[config.mk]
export PLATFORM = sky130hd
export DESIGN_NAME = fcdmac_top
export DESIGN_NICKNAME = d
export VERILOG_FILES = /design/src/rtl/fcdmac_pkg.sv /design/src/rtl/fcdmac_top.sv
export SDC_FILE = /design/constraint.sdc
export NUM_CORES = 2
export LEC_CHECK = 0
export BUFFER_PORTS_ARGS = -buffer_cell sky130_fd_sc_hd__buf_2
export CAP_MARGIN = 10
export CORE_MARGIN = 4
export CORE_UTILIZATION = 30
export DETAILED_ROUTE_END_ITERATION = 7
export GPL_ROUTABILITY_DRIVEN = 0
export PLACE_DENSITY = 0.54
export REMOVE_ABC_BUFFERS = 1
export SLEW_MARGIN = 20
export SYNTH_ARGS = -nofsm -noshare
export SYNTH_HDL_FRONTEND = slang
export SYNTH_SLANG_ARGS = --single-unit
[constraint.sdc]
create_clock -name i_core_clk -period 55.6 [get_ports i_core_clk]
set_input_delay 2.78 -clock i_core_clk [delete_from_list [all_inputs] [get_ports i_core_clk]]
set_output_delay 2.78 -clock i_core_clk [all_outputs]
set_load 0.05 [all_outputs]
[src/rtl/fcdmac_pkg.sv]
// constants and types of the four-channel dma controller
package fcdmac_pkg;
    localparam int NUM_CH = 4;
    localparam int NUM_PER = 5;
    // per-channel register offsets, channel in address bits 6:5
    localparam logic [4:0] OFF_SRC = 5'h00;
    localparam logic [4:0] OFF_DST = 5'h04;
    localparam logic [4:0] OFF_LEN = 5'h08;
    localparam logic [4:0] OFF_THR = 5'h0C;
    localparam logic [4:0] OFF_CTRL = 5'h10;
    localparam logic [4:0] OFF_IDX = 5'h14;
    // global register offsets
    localparam logic [7:0] OFF_ROUTE = 8'h80;
    localparam logic [7:0] OFF_STAT = 8'h84;
    localparam logic [7:0] OFF_FRZ_SET = 8'h88;
    localparam logic [7:0] OFF_FRZ_CLR = 8'h8C;
    // channel_control fields, then the freeze register bit
    localparam int CTL_ON = 0;
    localparam int CTL_WID = 1;
    localparam int CTL_SINC = 3;
    localparam int CTL_DINC = 4;
    localparam int CTL_TRIG = 5;
    localparam int CTL_AUTO = 6;
    localparam int CTL_PRIO = 7;
    localparam int CTL_YIELD = 10;
    localparam int CTL_FILL = 11;
    localparam int CTL_EDGE = 12;
    localparam int CTL_IRQEN = 13;
    localparam int FRZ_BIT = 4;
    // reset values
    localparam logic [15:0] CTRL_RST = 16'h0000;
    localparam logic [15:0] CNT_RST = 16'h0000;
    localparam logic [31:0] ADDR_RST = 32'h00000000;
    localparam logic [2:0] SEL_NONE = 3'h7;
    localparam logic [5:0] ROUTE_RST = {SEL_NONE, SEL_NONE};
    typedef enum logic [3:0]
    {
        ST_IDLE = 4'h1,
        ST_RD = 4'h2,
        ST_WR = 4'h4,
        ST_DONE = 4'h8
    } fcdmac_state_type;
endpackage : fcdmac_pkg

[src/rtl/fcdmac_top.sv]
// four-channel dma controller
`timescale 1ns/100ps
module fcdmac_top
    import fcdmac_pkg::*;
(
    input wire logic i_core_clk,
    input wire logic i_resetn,
    input wire logic i_core_ce,
    input wire logic [7:0] i_reg_addr,
    input wire logic [31:0] i_reg_wdata,
    input wire logic i_reg_wr,
    input wire logic i_reg_rd,
    output logic [31:0] o_reg_rdata,
    output logic o_bus_req,
    output logic o_bus_we,
    output logic [31:0] o_bus_addr,
    output logic [31:0] o_bus_wdata,
    output logic [1:0] o_bus_size,
    input wire logic i_bus_ack,
    input wire logic [31:0] i_bus_rdata,
    input wire logic [4:0] i_per_rx_req,
    input wire logic [4:0] i_per_tx_req,
    output logic [4:0] o_per_rx_ack,
    output logic [4:0] o_per_tx_ack,
    output logic [3:0] o_chan_irq
);
    // ----------------------------------------
    // reset release
    // ----------------------------------------
    logic rst_meta_reg;
    logic rst_n;
    always_ff @(posedge i_core_clk or negedge i_resetn)
    begin
        if (!i_resetn)
        begin
            rst_meta_reg <= 1'b0;
            rst_n <= 1'b0;
        end
        else
        begin
            rst_meta_reg <= 1'b1;
            rst_n <= rst_meta_reg;
        end
    end

    // ----------------------------------------
    // state
    // ----------------------------------------
    logic [31:0] src_reg [NUM_CH];
    logic [31:0] dst_reg [NUM_CH];
    logic [15:0] len_reg [NUM_CH];
    logic [15:0] thr_reg [NUM_CH];
    logic [15:0] ctrl_reg [NUM_CH];
    logic [15:0] idx_reg [NUM_CH];
    logic [5:0] route_reg;
    logic [3:0] stat_reg;
    logic frz_reg;
    logic [3:0] req_prev_reg;
    logic [3:0] pend_reg;
    fcdmac_state_type state_reg;
    logic [1:0] cur_reg;
    logic own_reg;

    function automatic logic [31:0] addr_of(input logic [31:0] base, input logic [15:0] idx,
                                            input logic inc, input logic [1:0] wid);
        addr_of = inc ? base + ({16'h0000, idx} << wid) : base;
    endfunction : addr_of

    // ----------------------------------------
    // request routing
    // ----------------------------------------
    logic [2:0] sel_lo;
    logic [2:0] sel_hi;
    logic val_lo;
    logic val_hi;
    logic [3:0] ch_req;
    logic [3:0] req_eff;
    logic [3:0] ready_v;
    assign sel_lo = route_reg[2:0];
    assign sel_hi = route_reg[5:3];
    assign val_lo = sel_lo < 3'(NUM_PER);
    assign val_hi = (sel_hi < 3'(NUM_PER)) && !(val_lo && sel_hi == sel_lo);
    // rx to even channels, tx to odd; lower selector to channels 0-1, higher to 2-3
    assign ch_req[0] = val_lo && i_per_rx_req[sel_lo];
    assign ch_req[1] = val_lo && i_per_tx_req[sel_lo];
    assign ch_req[2] = val_hi && i_per_rx_req[sel_hi];
    assign ch_req[3] = val_hi && i_per_tx_req[sel_hi];

    always_comb
    begin
        for (int c = 0; c < NUM_CH; c++)
        begin
            req_eff[c] = ctrl_reg[c][CTL_EDGE] ? pend_reg[c] : ch_req[c];
            ready_v[c] = ctrl_reg[c][CTL_ON] && (!ctrl_reg[c][CTL_TRIG] || req_eff[c])
                && (!frz_reg || (own_reg && cur_reg == 2'(c)));
        end
    end

    // ----------------------------------------
    // arbitration
    // ----------------------------------------
    logic found;
    logic [1:0] best;
    logic [2:0] best_prio;
    logic [2:0] cur_prio;
    logic keep;
    logic go;
    logic [1:0] pick;
    assign cur_prio = ctrl_reg[cur_reg][CTL_PRIO +: 3];

    // highest priority, lower channel on ties
    always_comb
    begin
        found = 1'b0;
        best = 2'b00;
        best_prio = 3'h0;
        for (int c = 0; c < NUM_CH; c++)
        begin
            if (ready_v[c] && (!found || ctrl_reg[c][CTL_PRIO +: 3] > best_prio))
            begin
                found = 1'b1;
                best = 2'(c);
                best_prio = ctrl_reg[c][CTL_PRIO +: 3];
            end
        end
    end

    assign keep = own_reg && ready_v[cur_reg] && (ctrl_reg[cur_reg][CTL_FILL]
        || !ctrl_reg[cur_reg][CTL_YIELD] || !found || best_prio <= cur_prio);
    assign pick = keep ? cur_reg : best;
    assign go = i_core_ce && state_reg == ST_IDLE && (keep || found);

    // ----------------------------------------
    // end of item
    // ----------------------------------------
    logic fin;
    logic at_len;
    logic hit_thr;
    logic cur_trig;
    assign fin = i_core_ce && state_reg == ST_DONE;
    assign at_len = idx_reg[cur_reg] == len_reg[cur_reg];
    assign hit_thr = idx_reg[cur_reg] == thr_reg[cur_reg];
    assign cur_trig = ctrl_reg[cur_reg][CTL_TRIG];

    // ----------------------------------------
    // transfer engine
    // ----------------------------------------
    always_ff @(posedge i_core_clk or negedge rst_n)
    begin
        if (!rst_n)
        begin
            state_reg <= ST_IDLE;
            cur_reg <= 2'b00;
            own_reg <= 1'b0;
            o_bus_req <= 1'b0;
            o_bus_we <= 1'b0;
            o_bus_addr <= ADDR_RST;
            o_bus_wdata <= ADDR_RST;
            o_bus_size <= 2'b00;
        end
        else if (i_core_ce)
        begin
            unique case (state_reg)
                ST_IDLE:
                begin
                    if (go)
                    begin
                        cur_reg <= pick;
                        own_reg <= !ctrl_reg[pick][CTL_TRIG];
                        o_bus_req <= 1'b1;
                        o_bus_we <= 1'b0;
                        o_bus_size <= ctrl_reg[pick][CTL_WID +: 2];
                        o_bus_addr <= addr_of(src_reg[pick], idx_reg[pick],
                            ctrl_reg[pick][CTL_SINC], ctrl_reg[pick][CTL_WID +: 2]);
                        state_reg <= ST_RD;
                    end
                end
                ST_RD:
                begin
                    if (i_bus_ack)
                    begin
                        o_bus_we <= 1'b1;
                        o_bus_wdata <= i_bus_rdata;
                        o_bus_addr <= addr_of(dst_reg[cur_reg], idx_reg[cur_reg],
                            ctrl_reg[cur_reg][CTL_DINC], ctrl_reg[cur_reg][CTL_WID +: 2]);
                        state_reg <= ST_WR;
                    end
                end
                ST_WR:
                begin
                    if (i_bus_ack)
                    begin
                        o_bus_req <= 1'b0;
                        o_bus_we <= 1'b0;
                        state_reg <= ST_DONE;
                    end
                end
                ST_DONE:
                begin
                    if (at_len)
                    begin
                        own_reg <= 1'b0;
                    end
                    state_reg <= ST_IDLE;
                end
            endcase
        end
    end

    // ----------------------------------------
    // acknowledges and interrupt pulses
    // ----------------------------------------
    always_ff @(posedge i_core_clk or negedge rst_n)
    begin
        if (!rst_n)
        begin
            o_per_rx_ack <= 5'h00;
            o_per_tx_ack <= 5'h00;
            o_chan_irq <= 4'h0;
        end
        else if (i_core_ce)
        begin
            o_per_rx_ack <= 5'h00;
            o_per_tx_ack <= 5'h00;
            o_chan_irq <= 4'h0;
            if (state_reg == ST_WR && i_bus_ack && cur_trig)
            begin
                if (!cur_reg[1] && val_lo)
                begin
                    o_per_rx_ack[sel_lo] <= !cur_reg[0];
                    o_per_tx_ack[sel_lo] <= cur_reg[0];
                end
                if (cur_reg[1] && val_hi)
                begin
                    o_per_rx_ack[sel_hi] <= !cur_reg[0];
                    o_per_tx_ack[sel_hi] <= cur_reg[0];
                end
            end
            if (state_reg == ST_DONE && hit_thr && ctrl_reg[cur_reg][CTL_IRQEN])
            begin
                o_chan_irq[cur_reg] <= 1'b1;
            end
        end
    end

    // ----------------------------------------
    // edge capture
    // ----------------------------------------
    always_ff @(posedge i_core_clk or negedge rst_n)
    begin
        if (!rst_n)
        begin
            req_prev_reg <= 4'h0;
            pend_reg <= 4'h0;
        end
        else if (i_core_ce)
        begin
            req_prev_reg <= ch_req;
            for (int c = 0; c < NUM_CH; c++)
            begin
                pend_reg[c] <= (ch_req[c] && !req_prev_reg[c])
                    || (pend_reg[c] && !(go && pick == 2'(c)));
            end
        end
    end

    // ----------------------------------------
    // register file
    // ----------------------------------------
    logic ch_sel;
    logic [1:0] wch;
    logic [4:0] woff;
    assign ch_sel = !i_reg_addr[7];
    assign wch = i_reg_addr[6:5];
    assign woff = i_reg_addr[4:0];

    always_ff @(posedge i_core_clk or negedge rst_n)
    begin
        if (!rst_n)
        begin
            for (int c = 0; c < NUM_CH; c++)
            begin
                src_reg[c] <= ADDR_RST;
                dst_reg[c] <= ADDR_RST;
                len_reg[c] <= CNT_RST;
                thr_reg[c] <= CNT_RST;
                ctrl_reg[c] <= CTRL_RST;
                idx_reg[c] <= CNT_RST;
            end
            route_reg <= ROUTE_RST;
            stat_reg <= 4'h0;
            frz_reg <= 1'b0;
        end
        else if (i_core_ce)
        begin
            for (int c = 0; c < NUM_CH; c++)
            begin
                if (fin && cur_reg == 2'(c))
                begin
                    idx_reg[c] <= at_len ? CNT_RST : idx_reg[c] + 16'h0001;
                    if (at_len && (!cur_trig || !ctrl_reg[c][CTL_AUTO]))
                    begin
                        ctrl_reg[c][CTL_ON] <= 1'b0;
                    end
                end
                if (i_reg_wr && ch_sel && wch == 2'(c))
                begin
                    if (woff == OFF_SRC)
                        src_reg[c] <= i_reg_wdata;
                    if (woff == OFF_DST)
                        dst_reg[c] <= i_reg_wdata;
                    if (woff == OFF_LEN)
                        len_reg[c] <= i_reg_wdata[15:0];
                    if (woff == OFF_THR)
                        thr_reg[c] <= i_reg_wdata[15:0];
                    if (woff == OFF_CTRL)
                    begin
                        ctrl_reg[c] <= i_reg_wdata[15:0];
                        if (i_reg_wdata[CTL_ON] && !ctrl_reg[c][CTL_ON])
                            idx_reg[c] <= CNT_RST;
                    end
                end
            end
            if (i_reg_wr && i_reg_addr == OFF_ROUTE)
                route_reg <= i_reg_wdata[5:0];
            if (i_reg_wr && i_reg_addr == OFF_FRZ_SET && i_reg_wdata[FRZ_BIT])
                frz_reg <= 1'b1;
            else if (i_reg_wr && i_reg_addr == OFF_FRZ_CLR && i_reg_wdata[FRZ_BIT])
                frz_reg <= 1'b0;
            stat_reg <= (stat_reg & ~((i_reg_wr && i_reg_addr == OFF_STAT)
                ? i_reg_wdata[3:0] : 4'h0))
                | ((fin && hit_thr && ctrl_reg[cur_reg][CTL_IRQEN])
                ? (4'h1 << cur_reg) : 4'h0);
        end
    end

    // read data, one cycle after the strobe
    always_ff @(posedge i_core_clk or negedge rst_n)
    begin
        if (!rst_n)
            o_reg_rdata <= ADDR_RST;
        else if (i_core_ce)
        begin
            o_reg_rdata <= ADDR_RST;
            if (i_reg_rd && ch_sel)
            begin
                unique case (woff)
                    OFF_SRC: o_reg_rdata <= src_reg[wch];
                    OFF_DST: o_reg_rdata <= dst_reg[wch];
                    OFF_LEN: o_reg_rdata <= {16'h0000, len_reg[wch]};
                    OFF_THR: o_reg_rdata <= {16'h0000, thr_reg[wch]};
                    OFF_CTRL: o_reg_rdata <= {16'h0000, ctrl_reg[wch]};
                    OFF_IDX: o_reg_rdata <= {16'h0000, idx_reg[wch]};
                    default: o_reg_rdata <= ADDR_RST;
                endcase
            end
            else if (i_reg_rd && i_reg_addr == OFF_ROUTE)
                o_reg_rdata <= {26'h0, route_reg};
            else if (i_reg_rd && i_reg_addr == OFF_STAT)
                o_reg_rdata <= {28'h0000000, stat_reg};
            else if (i_reg_rd && i_reg_addr == OFF_FRZ_SET)
                o_reg_rdata <= 32'(frz_reg) << FRZ_BIT;
        end
    end

    // ----------------------------------------
    // checks
    // ----------------------------------------
    chk_irq_pulse: assert property (@(posedge i_core_clk) disable iff (!rst_n)
        fin && hit_thr && ctrl_reg[cur_reg][CTL_IRQEN] |=> o_chan_irq == (4'h1 << $past(cur_reg)))
        else $error("threshold hit without interrupt pulse");
    chk_idx_wrap: assert property (@(posedge i_core_clk) disable iff (!rst_n)
        fin && at_len && cur_trig && ctrl_reg[cur_reg][CTL_AUTO] && !i_reg_wr
        |=> idx_reg[cur_reg] == CNT_RST && ctrl_reg[cur_reg][CTL_ON])
        else $error("auto restart did not rewind");
    chk_on_stop: assert property (@(posedge i_core_clk) disable iff (!rst_n)
        fin && at_len && !cur_trig && !i_reg_wr |=> !ctrl_reg[cur_reg][CTL_ON])
        else $error("on bit not cleared at end");
    chk_idx_step: assert property (@(posedge i_core_clk) disable iff (!rst_n)
        fin && !at_len && !i_reg_wr
        |=> idx_reg[cur_reg] == $past(idx_reg[cur_reg]) + 16'h0001)
        else $error("index did not step by one");
    chk_src_addr: assert property (@(posedge i_core_clk) disable iff (!rst_n)
        go |=> o_bus_req && !o_bus_we && o_bus_addr == addr_of(src_reg[cur_reg],
        idx_reg[cur_reg], ctrl_reg[cur_reg][CTL_SINC], ctrl_reg[cur_reg][CTL_WID +: 2]))
        else $error("source address wrong");
    chk_wait_req: assert property (@(posedge i_core_clk) disable iff (!rst_n)
        go && ctrl_reg[pick][CTL_TRIG] |-> req_eff[pick])
        else $error("triggered channel started without request");
    chk_freeze_hold: assert property (@(posedge i_core_clk) disable iff (!rst_n)
        go && frz_reg |-> own_reg && pick == cur_reg && !ctrl_reg[pick][CTL_TRIG])
        else $error("frozen channel granted");
    chk_fill_lock: assert property (@(posedge i_core_clk) disable iff (!rst_n)
        go && own_reg && ready_v[cur_reg] && ctrl_reg[cur_reg][CTL_FILL] |-> pick == cur_reg)
        else $error("memory fill channel preempted");
    chk_route_prec: assert property (@(posedge i_core_clk) disable iff (!rst_n)
        val_lo && sel_hi == sel_lo |-> ch_req[3:2] == 2'b00)
        else $error("duplicate selector routed twice");
endmodule : fcdmac_top

==> summary.md <==
| Metric | Value |
|---|---|
| Pre-CTS WS | about 40,000 ps |
| Fmax | 0.0670 GHz |
| Number of nets in the layout | between 3,000 and 4,000 |
| Vias in the first global route | roughly 29,000 |
| Post-CTS Setup Inserts | 0 |
| Hold path cells | 0 |
| Post-synth top area share | 0.425 |
| Outcome | completed |
| RSZ-0062 raised after global routing | false |
| Worst VDD drop | about 0.024 mV |
| Number of I/O port buffers | roughly 200 |
| Max Cap Viol | 0 |
| Placed cells | ~5,000 |
| Pin count of the biggest net entering global routing | approximately 170 |
| Slew headroom | 0.237 |
| Clock sink total | ~650 |
| Lkg Pwr | around 20 nW |
| PD cells | a little under 40 mW/mm^2 |
| Post-cts resize count | 0 |
| CTS H-tree lvls | 3 |
| Synth Area per Inst | ~12 um^2 |
| Synth cell count leaders | 647 x dfrtp_1, 483 x mux2_2, 402 x nand2_1 |
| Via-to-Cell Ratio | roughly 5.6 |
| Crit-path max cell delay | around 760 ps |
| Synth cell types | 84 |
| Sw frac | 0.391 |
| Async S/R FF share, synth | 1.00 |
| Grt ovf | 0 |
| Fillers | about 13,000 |
| CP Max Fanout | 46 |
| Comb power frac | 0.361 |
| DP Area | 0.0408 mm^2 |
| IO Pins | approximately 200 |
| Fin Setup TNS | 0 ps |
| Core ar. | 0.126 mm^2 |
| Cell count of the worst reg-to-reg path | between 50 and 60 |
| Drt pass-1 iters | 5 |
| CTS buffer count | ~80 |
| Count leader, synth | dfrtp_1 |
| Starting DRC count in detailed routing | 2,375 |
| Bufs on Longest Clock Path | 3 |
| DP Wirelength | between 90,000 and 100,000 um |
| Cell Area, Synth | ~0.038 mm^2 |
| Die width | between 300 and 400 um |
| Antenna viol nets, final | 0 |
| NetSw | 0.665 mW |
| Layout cells sized above 1 | 0.331 |
| GRT Total Usage | 0.195 |
| Routed via count | roughly 29,000 |
| Worst skew pair latency | 670 ps |
| Initial antenna violation count | 13 |
| Hold WC Path Type | flip-flop to flip-flop |
| Critical path data arrival time | approximately 15,000 ps |
| Post-Route WL | approximately 130,000 um |
| Tcrit/Tclk final | 0.269 |
| Endpoints failing setup | 0 |
| CTS tree | built |
| Post-synthesis sequential area ratio | 0.430 |
| Seq pwr share | 0.319 |
| Root Driver | clkbuf_16 |
| Routed WL per cell | about 26 um |
| Ranking of synthesized cells by area | dfrtp_1 43%, mux2_2 14%, mux4_2 13% |
| Clk pwr share | 0.320 |
| First-pass GRT wire length | between 150,000 and 200,000 um |
| Power, Total | about 1.7 mW |
| Post-CTS Hold Buffers | 0 |
| Max Slew Vio Count | 0 |
| Hold Vio Cnt, Final | 0 |
| Starting Density | 0.302 |
| Drt drc | 0 |
| Die Y | 364 um |
| WP data required | 56,130 ps |
| Tmin final | approximately 15,000 ps |
| Slew at the pin closest to its max-slew limit | roughly 1100 ps |
| Synthesized flop and latch total | ~650 |
| Post-Syn Instances | approximately 3,300 |
| Final std cells w/o fill | roughly 5,000 |
| CP Capture Type | flip-flop |
| Syn. warnings | 0 |
| Fin area | around 0.044 mm^2 |
| Top FF cell, synth | dfrtp_1 |
| Worst path slowest cell | or2_2 |
| Row count | 130 |
| CTS clk-pin slew, worst paths | around 60 ps |
| Area grow syn2layout | 14.3% |
| Final worst slack | ~40,000 ps |
| CP startpoint kind | primary input |
| Synth area leader | dfrtp_1 |
| Post-synth EDFFs | 0 |
| Skew final | 32.9 ps |
| P_int | between 1 and 1.5 mW |
| Crit path kind | primary input to flip-flop |
| Die Area | 0.133 mm^2 |
cell families (layout without fill, tap and decap cells):
group | Yosys count | after routing | share of synthesized area
adder cells (fa/ha/maj) | 56 | 56 | 0.0188
AND/OR/NAND/NOR | 846 | 846 | 0.101
XOR/XNOR | 99 | 99 | 0.0228
AO/OA/AOI/OAI | 551 | 551 | 0.0959
multiplexers | 812 | 812 | 0.300
buffers and inverters | 291 | 453 | 0.0308
flip-flops | 654 | 654 | 0.430
other | 1 | 7 | 0.0000985
critical path, delay by kind of cell:
family | cells | cell delay [ps]
mux | 5 | 1060
buf+inv | 5 | 870
fa+ha+maj | 5 | 1490
simple gates | 12 | 2540
compound gates | 29 | 6630
power groups by stage:
stage | combinational, mW | clock (mW) | sequential (mW)
5_1_grt | 0.662 | 0.575 | 0.546
4_1_cts | 0.616 | 0.557 | 0.543
3_5_place_dp | 0.615 | 0 | 0.551
6_report | 0.615 | 0.545 | 0.543
3_3_place_gp | 0.610 | 0 | 0.551
2_1_floorplan | 0.328 | 0 | 0.640
area by class of cell:
| class | instances | area, um^2 | share of cell area |
|---|---|---|---|
| multi-input cells | 2365 | 20700 | 0.475 |
| flip-flops and latches | 654 | 16400 | 0.377 |
| clock buffers | 116 | 2400 | 0.0551 |
| well taps | 1650 | 2060 | 0.0474 |
| repair buffers | 259 | 1470 | 0.0338 |
| clock inverters | 27 | 322 | 0.00739 |
| inverters | 51 | 191 | 0.00440 |
| diodes | 6 | 15.0 | 0.000345 |
metrics by stage:
| step | hold slack, ps | util |
|---|---|---|
| finish | 348 | 0.346 |
| global route | 352 | 0.346 |
| CTS | 349 | 0.346 |
| detailed placement | 336 | 0.324 |
| global placement | 332 | 0.324 |
| floorplan | 331 | - |
layer usage:
layer / track usage / vias up / routed length, um
met5: 0 / - / 68
met4: 0.0670 / 12 / 4540
met3: 0.0330 / 221 / 9070
met2: 0.319 / 1040 / 62000
met1: 0.261 / 15000 / 55500
li1: - / 12400 / -
final timing paths:
kind,endpoint,from,slack (ps)
max in group asynchronous,cur_reg[1]$_DFFE_PN0P_,rst_n$_DFF_PN0_,52050
hold / removal,rst_n$_DFF_PN0_,rst_meta_reg$_DFF_PN0_,350
min in group asynchronous,o_reg_rdata[28]$_DFFE_PN0P_,rst_n$_DFF_PN0_,420
setup reg to reg,o_bus_addr[28]$_DFFE_PN0P_,cur_reg[0]$_DFFE_PN0P_,41760
hold reg to reg,rst_n$_DFF_PN0_,rst_meta_reg$_DFF_PN0_,350
setup / recovery,o_bus_addr[28]$_DFFE_PN0P_,i_per_rx_req[0],40670
cells in the final DEF (no fill, tap or decap), drive strengths merged, types with 21 or more instances in the layout:
cell | Yosys | layout
xor2 | 41 | 41
inv | 50 | 52
mux2i | 112 | 112
dfrtp | 647 | 647
o21ai | 149 | 149
clkbuf | 168 | 116
xnor2 | 58 | 58
a31oi | 37 | 37
nor3 | 21 | 21
a21o | 38 | 38
mux2 | 484 | 484
nand2b | 30 | 30
nor2 | 171 | 171
mux4 | 216 | 216
o31ai | 24 | 24
a22oi | 50 | 50
nand3 | 55 | 55
nand4 | 22 | 22
buf | 72 | 259
a21oi | 96 | 96
ha | 54 | 54
nand2 | 402 | 402
and3 | 56 | 56
o2bb2ai | 40 | 40
No activity file was read; power rests on OpenSTA's default activity.
